==> src/verilog/panel_seq_pkg.sv <==
// shared constants and carriers for the panel power sequencer
package panel_seq_pkg;

  // ----------------------------------------------------------------
  // register byte addresses
  // ----------------------------------------------------------------
  localparam logic [19:0] OFS_PLL_ROUTING = 20'hC7000;
  localparam logic [19:0] OFS_POWER_STATE = 20'hC7200;
  localparam logic [19:0] OFS_POWER_CTRL  = 20'hC7204;
  localparam logic [19:0] OFS_PORT_SETUP  = 20'hC7240;

  // ----------------------------------------------------------------
  // reset values and field constants
  // ----------------------------------------------------------------
  localparam logic [31:0] RST_POWER_CTRL  = 32'h00000000;
  localparam logic [31:0] RST_PLL_ROUTING = 32'h00000000;
  localparam logic [31:0] RST_POWER_STATE = 32'h08000000;
  localparam logic [15:0] UNLOCK_KEY      = 16'hABCD;
  localparam logic [1:0]  PROG_NONE       = 2'h0;
  localparam logic [1:0]  PROG_UP         = 2'h1;
  localparam logic [1:0]  PROG_DOWN       = 2'h2;
  localparam logic [1:0]  PORT_DP_FIRST   = 2'h1;
  localparam logic [1:0]  PORT_LVDS       = 2'h0;
  // gate / choice bit positions, one pair per transcoder
  localparam int          GATE_POS [3]    = '{3, 7, 11};
  localparam int          CHOICE_POS [3]  = '{0, 4, 8};
  localparam logic [31:0] ROUTING_MASK    = 32'h00000999;
  localparam logic [1:0]  RESP_OKAY       = 2'h0;
  localparam logic [1:0]  RESP_SLVERR     = 2'h2;

  // ----------------------------------------------------------------
  // timing
  // ----------------------------------------------------------------
  localparam int CLK_PERIOD_NS   = 25;
  localparam int TIME_BASE_NS    = 100000;
  localparam int TIME_BASE_CYC   = TIME_BASE_NS / CLK_PERIOD_NS;
  localparam int UP_DELAY_TICKS  = 500;
  localparam int BL_ON_TICKS     = 2000;
  localparam int BL_OFF_TICKS    = 2000;
  localparam int DOWN_TICKS      = 500;
  localparam int CYCLE_TICKS     = 5000;

  // ----------------------------------------------------------------
  // carriers
  // ----------------------------------------------------------------
  typedef struct packed {
    logic [15:0] key;
    logic [11:0] rsvd;
    logic        supply_force_bit;
    logic        backlight_en;
    logic        down_on_reset;
    logic        power_target;
  } power_ctrl_s;

  typedef struct packed {
    logic        powered;
    logic        assets_ready;
    logic [1:0]  progress;
    logic        cycle_active;
    logic [26:0] rsvd;
  } power_state_s;

  typedef enum logic [2:0] {
    SEQ_OFF, SEQ_CYCLE, SEQ_UP, SEQ_BL_ON, SEQ_ON, SEQ_BL_OFF, SEQ_DOWN
  } seq_state_e;

endpackage : panel_seq_pkg

==> src/verilog/panel_power_sequencer.sv <==
// embedded panel power sequencer with transcoder pll routing, axi4-lite slave
`timescale 1ns/1ps

module panel_power_sequencer
  import panel_seq_pkg::*;
#(
  parameter int TICK_CYCLES   = TIME_BASE_CYC,
  parameter int CYCLE_DELAY_T = CYCLE_TICKS
) (
  // clock and reset
  input  wire logic        aclk,
  input  wire logic        aresetn,
  // axi4-lite write address and data
  input  wire logic [19:0] awaddr,
  input  wire logic [2:0]  awprot,
  input  wire logic        awvalid,
  output logic             awready,
  input  wire logic [31:0] wdata,
  input  wire logic [3:0]  wstrb,
  input  wire logic        wvalid,
  output logic             wready,
  // axi4-lite write response
  output logic [1:0]       bresp,
  output logic             bvalid,
  input  wire logic        bready,
  // axi4-lite read
  input  wire logic [19:0] araddr,
  input  wire logic [2:0]  arprot,
  input  wire logic        arvalid,
  output logic             arready,
  output logic [31:0]      rdata,
  output logic [1:0]       rresp,
  output logic             rvalid,
  input  wire logic        rready,
  // display assets
  input  wire logic        pll_locked,
  input  wire logic        pipe_enabled,
  input  wire logic [3:0]  port_enabled,
  input  wire logic [1:0]  panel_transcoder,
  input  wire logic        reset_warning,
  // panel side
  output logic             panel_vdd,
  output logic             panel_backlight,
  output logic [2:0]       transcoder_clock_gate,
  output logic [2:0]       transcoder_pll_choice
);

  // ----------------------------------------------------------------
  // registers
  // ----------------------------------------------------------------
  power_ctrl_s  ctrl_r;
  logic [31:0]  routing_r;
  logic [1:0]   port_sel_r;
  power_state_s state_view;
  seq_state_e   seq_r;
  seq_state_e   seq_nxt;
  logic [15:0]  delay_r;
  logic [15:0]  delay_nxt;
  logic [15:0]  tick_cnt_r;
  logic         tick;
  logic         down_req_r;
  logic         bvalid_r;
  logic [1:0]   bresp_r;
  logic         rvalid_r;
  logic [31:0]  rdata_r;
  logic [1:0]   rresp_r;
  logic         wr_go;
  logic         unlocked;
  logic         protect_on;
  logic         assets_ready;
  logic         delay_done;
  logic [31:0]  strobe_mask;
  logic [31:0]  routing_keep;

  // ----------------------------------------------------------------
  // write and read handshake
  // ----------------------------------------------------------------
  // address and data are taken together; one write outstanding at most
  assign wr_go   = awvalid && wvalid && !bvalid_r;
  assign awready = wr_go;
  assign wready  = wr_go;
  assign arready = !rvalid_r;
  assign bvalid  = bvalid_r;
  assign bresp   = bresp_r;
  assign rvalid  = rvalid_r;
  assign rdata   = rdata_r;
  assign rresp   = rresp_r;

  always_comb begin
    for (int i = 0; i < 4; i++) begin
      strobe_mask[i*8 +: 8] = {8{wstrb[i]}};
    end
  end

  assign unlocked   = (ctrl_r.key == UNLOCK_KEY);
  assign protect_on = state_view.powered && !unlocked;

  // bits of the transcoder tied to the panel hold their value while protected
  always_comb begin
    routing_keep = 32'h00000000;
    for (int t = 0; t < 3; t++) begin
      if (protect_on && (panel_transcoder == t[1:0])) begin
        routing_keep[GATE_POS[t]]   = 1'b1;
        routing_keep[CHOICE_POS[t]] = 1'b1;
      end
    end
  end

  always_ff @(posedge aclk) begin
    if (!aresetn) begin
      bvalid_r <= 1'b0;
      bresp_r  <= RESP_OKAY;
    end else if (wr_go) begin
      bvalid_r <= 1'b1;
      unique case (awaddr[19:2])
        OFS_POWER_CTRL[19:2], OFS_PLL_ROUTING[19:2],
        OFS_POWER_STATE[19:2], OFS_PORT_SETUP[19:2]: bresp_r <= RESP_OKAY;
        default: bresp_r <= RESP_SLVERR;
      endcase
    end else if (bready) begin
      bvalid_r <= 1'b0;
    end
  end

  always_ff @(posedge aclk) begin
    if (!aresetn) begin
      ctrl_r <= power_ctrl_s'(RST_POWER_CTRL);
    end else if (wr_go && awaddr[19:2] == OFS_POWER_CTRL[19:2]) begin
      ctrl_r <= power_ctrl_s'(((wdata & strobe_mask) | (ctrl_r & ~strobe_mask)) & 32'hFFFF000F);
    end
  end

  always_ff @(posedge aclk) begin
    if (!aresetn) begin
      routing_r <= RST_PLL_ROUTING;
    end else if (wr_go && awaddr[19:2] == OFS_PLL_ROUTING[19:2]) begin
      routing_r <= (((wdata & strobe_mask) | (routing_r & ~strobe_mask)) & ROUTING_MASK & ~routing_keep)
                   | (routing_r & routing_keep);
    end
  end

  always_ff @(posedge aclk) begin
    if (!aresetn) begin
      port_sel_r <= PORT_LVDS;
    end else if (wr_go && awaddr[19:2] == OFS_PORT_SETUP[19:2] && wstrb[3] && !protect_on) begin
      port_sel_r <= wdata[31:30];
    end
  end

  // status address accepts writes but stores nothing
  always_ff @(posedge aclk) begin
    if (!aresetn) begin
      rvalid_r <= 1'b0;
      rdata_r  <= 32'h00000000;
      rresp_r  <= RESP_OKAY;
    end else if (arvalid && !rvalid_r) begin
      rvalid_r <= 1'b1;
      rresp_r  <= RESP_OKAY;
      unique case (araddr[19:2])
        OFS_POWER_CTRL[19:2]:  rdata_r <= ctrl_r;
        OFS_PLL_ROUTING[19:2]: rdata_r <= routing_r;
        OFS_POWER_STATE[19:2]: rdata_r <= state_view;
        OFS_PORT_SETUP[19:2]:  rdata_r <= {port_sel_r, 30'h00000000};
        default: begin
          rdata_r <= 32'h00000000;
          rresp_r <= RESP_SLVERR;
        end
      endcase
    end else if (rready) begin
      rvalid_r <= 1'b0;
    end
  end

  // ----------------------------------------------------------------
  // time base
  // ----------------------------------------------------------------
  always_ff @(posedge aclk) begin
    if (!aresetn) begin
      tick_cnt_r <= 16'h0000;
    end else if (tick) begin
      tick_cnt_r <= 16'h0000;
    end else begin
      tick_cnt_r <= tick_cnt_r + 16'h0001;
    end
  end
  assign tick       = (tick_cnt_r == 16'(TICK_CYCLES - 1));
  assign delay_done = (delay_r == 16'h0000);

  // ----------------------------------------------------------------
  // sequencer
  // ----------------------------------------------------------------
  assign assets_ready = pll_locked && pipe_enabled && port_enabled[port_sel_r];

  // a reset warning arriving while powered with down_on_reset set is held until power-down begins
  always_ff @(posedge aclk) begin
    if (!aresetn) begin
      down_req_r <= 1'b0;
    end else if (reset_warning && ctrl_r.down_on_reset && state_view.powered) begin
      down_req_r <= 1'b1;
    end else if (seq_r == SEQ_BL_OFF) begin
      down_req_r <= 1'b0;
    end
  end

  always_comb begin
    seq_nxt   = seq_r;
    delay_nxt = (tick && !delay_done) ? delay_r - 16'h0001 : delay_r;
    unique case (seq_r)
      SEQ_OFF: begin
        if (ctrl_r.power_target && assets_ready) begin
          seq_nxt   = SEQ_UP;
          delay_nxt = 16'(UP_DELAY_TICKS);
        end
      end
      SEQ_CYCLE: begin
        if (delay_done) begin
          seq_nxt = SEQ_OFF;
        end
      end
      SEQ_UP: begin
        if (delay_done) begin
          seq_nxt   = SEQ_BL_ON;
          delay_nxt = 16'(BL_ON_TICKS);
        end
      end
      SEQ_BL_ON: begin
        if (delay_done) begin
          seq_nxt = SEQ_ON;
        end
      end
      SEQ_ON: begin
        if (!ctrl_r.power_target || down_req_r) begin
          seq_nxt   = SEQ_BL_OFF;
          delay_nxt = 16'(BL_OFF_TICKS);
        end
      end
      SEQ_BL_OFF: begin
        if (delay_done) begin
          seq_nxt   = SEQ_DOWN;
          delay_nxt = 16'(DOWN_TICKS);
        end
      end
      SEQ_DOWN: begin
        if (delay_done) begin
          seq_nxt   = SEQ_CYCLE;
          delay_nxt = 16'(CYCLE_DELAY_T);
        end
      end
      default: seq_nxt = SEQ_OFF;
    endcase
  end

  // after reset the cycle delay runs with its default length
  always_ff @(posedge aclk) begin
    if (!aresetn) begin
      seq_r   <= SEQ_CYCLE;
      delay_r <= 16'(CYCLE_DELAY_T);
    end else begin
      seq_r   <= seq_nxt;
      delay_r <= delay_nxt;
    end
  end

  // ----------------------------------------------------------------
  // live status and panel outputs
  // ----------------------------------------------------------------
  always_comb begin
    state_view              = power_state_s'(32'h00000000);
    state_view.powered      = (seq_r != SEQ_OFF) && (seq_r != SEQ_CYCLE);
    state_view.assets_ready = assets_ready;
    state_view.cycle_active = (seq_r == SEQ_CYCLE);
    unique case (seq_r)
      SEQ_UP, SEQ_BL_ON:    state_view.progress = PROG_UP;
      SEQ_BL_OFF, SEQ_DOWN: state_view.progress = PROG_DOWN;
      SEQ_CYCLE:            state_view.progress = ctrl_r.power_target ? PROG_UP : PROG_NONE;
      default:              state_view.progress = PROG_NONE;
    endcase
  end

  // outputs registered so the panel sees clean levels
  always_ff @(posedge aclk) begin
    if (!aresetn) begin
      panel_vdd       <= 1'b0;
      panel_backlight <= 1'b0;
    end else begin
      panel_vdd       <= ctrl_r.supply_force_bit || state_view.powered;
      panel_backlight <= (seq_r == SEQ_ON) && ctrl_r.backlight_en
                         && (port_sel_r != PORT_LVDS);
    end
  end

  always_ff @(posedge aclk) begin
    if (!aresetn) begin
      transcoder_clock_gate <= 3'h0;
      transcoder_pll_choice <= 3'h0;
    end else begin
      for (int t = 0; t < 3; t++) begin
        transcoder_clock_gate[t] <= routing_r[GATE_POS[t]];
        transcoder_pll_choice[t] <= routing_r[CHOICE_POS[t]];
      end
    end
  end

endmodule : panel_power_sequencer

==> config.mk <==
export PLATFORM = sky130hd
export DESIGN_NAME = panel_power_sequencer
export DESIGN_NICKNAME = d
export VERILOG_FILES = /design/src/verilog/panel_seq_pkg.sv /design/src/verilog/panel_power_sequencer.sv
export SDC_FILE = /design/constraint.sdc
export NUM_CORES = 1
export LEC_CHECK = 0
export ABC_AREA = 1
export BUFFER_PORTS_ARGS = -buffer_cell sky130_fd_sc_hd__buf_4
export CAP_MARGIN = 15
export CORE_MARGIN = 1
export CORE_UTILIZATION = 40
export DETAILED_ROUTE_END_ITERATION = 8
export PLACE_DENSITY = 0.67
export SETUP_SLACK_MARGIN = 0.5
export SLEW_MARGIN = 10
export SYNTH_ARGS = -nofsm -noshare
export SYNTH_HDL_FRONTEND = slang
export SYNTH_SLANG_ARGS = --single-unit
==> constraint.sdc <==
create_clock -name aclk -period 2.55 [get_ports aclk]
set_input_delay 0.255 -clock aclk [delete_from_list [all_inputs] [get_ports aclk]]
set_output_delay 0.255 -clock aclk [all_outputs]
set_load 0.05 [all_outputs]
==> results.py <==
metrics = {
    "synthesis": {
        "async_reset_ff_frac": 0,
        "synth_compound_area_frac": 0.102,
        "synth_fa_ha_area_frac": 0.00484,
        "synth.distinct_cells": 41,
        "synth_edf_count": 0,
        "synthTopCellsByArea": "dfxtp_1 (39%), nand2_1 (13%), nor2_1 (10%)",
        "netlist_top_cells_count": "nand2_1 (176), nor2_1 (138), dfxtp_1 (100), inv_1 (95), nand3_1 (54)",
        "syn_area_mm2": 0.00517,
        "yosysTopAreaCell": "dfxtp_1",
        "muxShareOfSynthArea": 0,
        "ys.flop_type": "dfxtp_1",
        "synth_area_per_cell_um2": 6.61,
        "post_synth_xor_area_fraction": 0.0220,
        "ys_seq_area_frac": 0.387,
        "synth_top_cell_area_share": 0.387,
        "yosysWarnings": 0,
        "ys_ff_latch": 100,
        "synth_top_family_by_area": "simple AND/OR/NAND/NOR gates",
        "synth-simple-area-share": 0.372,
        "synthCells": 782,
        "synth_most_common_cell": "nand2_1",
    },
    "route": {
        "wl_per_cell_um": 11.9,
        "wl_um": 12800,
        "dr.max_layer_used": "met4",
        "wl_met1_um": 5960,
        "viasPerCell": 4.71,
        "routed-wl-met2_um": 5980,
        "drtIter0Drc": 233,
        "firstDrtPassIters": 4,
        "vias": 5052,
        "drc": 0,
        "ant_nets": 0,
        "wl_met3_um": 658,
    },
    "power": {
        "p_per_area_mw_per_mm2": 509,
        "p_total_uw": 3300,
        "power.leakage_uw": 0.00294,
        "internal-power_uw": 2470,
        "seqPwrFrac": 0.479,
        "peakVddDrop_uv": 299,
        "combPwrFrac": 0.092,
        "p_sw_frac": 0.250,
        "p_sw_uw": 825,
        "clkPwrFrac": 0.428,
    },
    "timing": {
        "worst_slew_pin_slew_ns": 0.509,
        "grt_setup_unrepaired": "no",
        "finalCritPeriodShare": 0.736,
        "period_needed_ns": 1.88,
        "hold_viol": 0,
        "tns_ns": 0,
        "fmaxAchievable_mhz": 533,
        "holdWs_ns": 0.120,
        "setup_viol": 0,
        "relSlewSlack": 0.660,
        "drv_slew": 0,
        "finalClockSkew_ns": 0.00743,
    },
    "cts": {
        "root_buffer": "clkbuf_16",
        "cts_tree": "done",
        "cts_max_path_buffers": 2,
        "cts_num_sinks": 100,
        "cts.clk_slew.worst_paths_ns": 0.07,
        "htree_levels": 3,
        "clock_latency_ns": 0.35,
        "numCtsBuffers": 9,
    },
    "global_routing": {
        "grt_pass1_wl_um": 21200,
        "antenna_found_initial": 0,
        "grtUsageTotal": 0.200,
        "overflow": 0,
        "grt_max_degree": 45,
        "grt_pass1_vias": 4716,
    },
    "outcome": {
        "outcome": "finished, final reports clean",
    },
    "floorplan": {
        "die_y_um": 116,
        "initial_utilization": 0.410,
        "dieWidth_um": 116,
        "rows": 41,
        "fp.dieArea_mm2": 0.0134,
        "boundaryPins": 147,
        "core-area_mm2": 0.0126,
    },
    "place": {
        "dp.final_hpwl_um": 9670,
        "io_buffers": 118,
        "routabilityCongestion": 0.892,
    },
    "worst_setup_path": {
        "r2r_start": "delay_r[0]",
        "required_ns": 2.79,
        "critPathLaunchType": "flop",
        "rrSetupSlack_ns": 0.67,
        "cp_data_arrival_time_ns": 2.12,
        "r2r-end": "delay_r[9]",
        "path_class": "reg -> reg",
        "path_max_fanout": 12,
        "ff2ff_path_depth": 11,
        "end_kind": "flop",
    },
    "final_layout": {
        "antenna_cells": 0,
        "utilization": 0.513,
        "drive_gt1_frac": 0.194,
        "seq_area_mm2": 0.00200,
        "final_nets": 995,
        "area_growth_pct": 25.3,
        "multi_input_area_mm2": 0.00264,
        "fillers": 1318,
    },
    "hold_path": {
        "hold_depth": 3,
        "hold_path_startpoint": "wdata[23]",
        "hp-class": "in -> reg",
    },
    "run": {
        "cap_violations": 0,
    },
}
==> stage by stage <==
stage / std cells / cell area, µm² / setup slack [ns]
2_1_floorplan: 791 / 5200 / 0.710
3_3_place_gp: 1055 / 6160 / 0.655
3_5_place_dp: 1055 / 6160 / 0.610
4_1_cts: 1071 / 6460 / 0.591
5_1_grt: 1072 / 6480 / 0.534
6_report: 1072 / 6480 / 0.674
==> placed cells by master, fill, tap and decap left out, drive strengths merged, types with 2 or more instances in the layout <==
cell type | synthesis | routed
nand2 | 182 | 182
buf | 21 | 124
xor2 | 11 | 11
dfxtp | 100 | 100
nor3 | 12 | 12
a21oi | 53 | 53
nand3 | 58 | 58
inv | 99 | 102
clkbuf | 11 | 9
o21a | 3 | 3
nand3b | 8 | 8
nand4 | 21 | 21
nor4 | 3 | 3
o21ai | 38 | 38
nor3b | 2 | 2
clkinv | 2 | 4
nor2 | 146 | 147
xnor2 | 2 | 2
ha | 2 | 2
conb | 1 | 10
==> how the worst max path moves through the flow <==
stage	start	cells after the start	slack, ns	end
after global placement	delay_r[0]	11	0.66	delay_r[4]
after detailed placement	delay_r[0]	11	0.61	delay_r[4]
after floorplan	bvalid	8	0.71	flop
after CTS	delay_r[0]	11	0.59	delay_r[4]
final	delay_r[0]	11	0.67	delay_r[9]
after global routing	delay_r[0]	11	0.53	delay_r[9]
==> worst max-delay path, cell delays in order (launching register included) <==
cell and delay, ns:
dfxtp_1 0.33, inv_1 0.13, ha_2 0.28, nand2_1 0.11
nor2_4 0.13, nand2_2 0.09, nor2_4 0.19, nor2_4 0.11
nand2_1 0.12, nand2_1 0.06, a21oi_1 0.12, nand3_1 0.08
==> power groups by stage <==
stage / clock network [µW] / logic (µW) / registers [µW]
2_1_floorplan: 0 / 146 / 1650
3_3_place_gp: 0 / 304 / 1620
3_5_place_dp: 0 / 305 / 1620
4_1_cts: 1450 / 306 / 1580
5_1_grt: 1510 / 329 / 1580
6_report: 1410 / 305 / 1580
==> logic make-up after synthesis <==
| kind of cell | Yosys count |
|---|---|
| xor gates and xnor gates | 13 |
| AOI/OAI and AO/OA | 99 |
| buffers and inverters | 133 |
| adders and majority gates | 2 |
| DFF | 100 |
| and+or+nand+nor | 434 |
| other | 1 |
==> routing by layer <==
layer | up-vias | global-route usage
met4 | 0 | 0.0701
met3 | 16 | 0.0523
met2 | 97 | 0.339
met1 | 2237 | 0.245
met5 | - | 0
li1 | 2702 | -
==> layout make-up <==
type	instances	area share
clock buffers	9	0.0348
clock inverters	7	0.0127
inverters	101	0.0585
multi-input cells	559	0.408
flip-flops and latches	100	0.309
well taps	172	0.0332
repair buffers	124	0.144
==> what timing repair did <==
action,4_1_cts,5_1_grt
hold buffers,0,0
gates resized for setup,0,3
buffers inserted,0,0
hold endpoints to repair,0,0
setup endpoints to repair,0,14
Note: power is estimated with default switching activity, not from simulation.
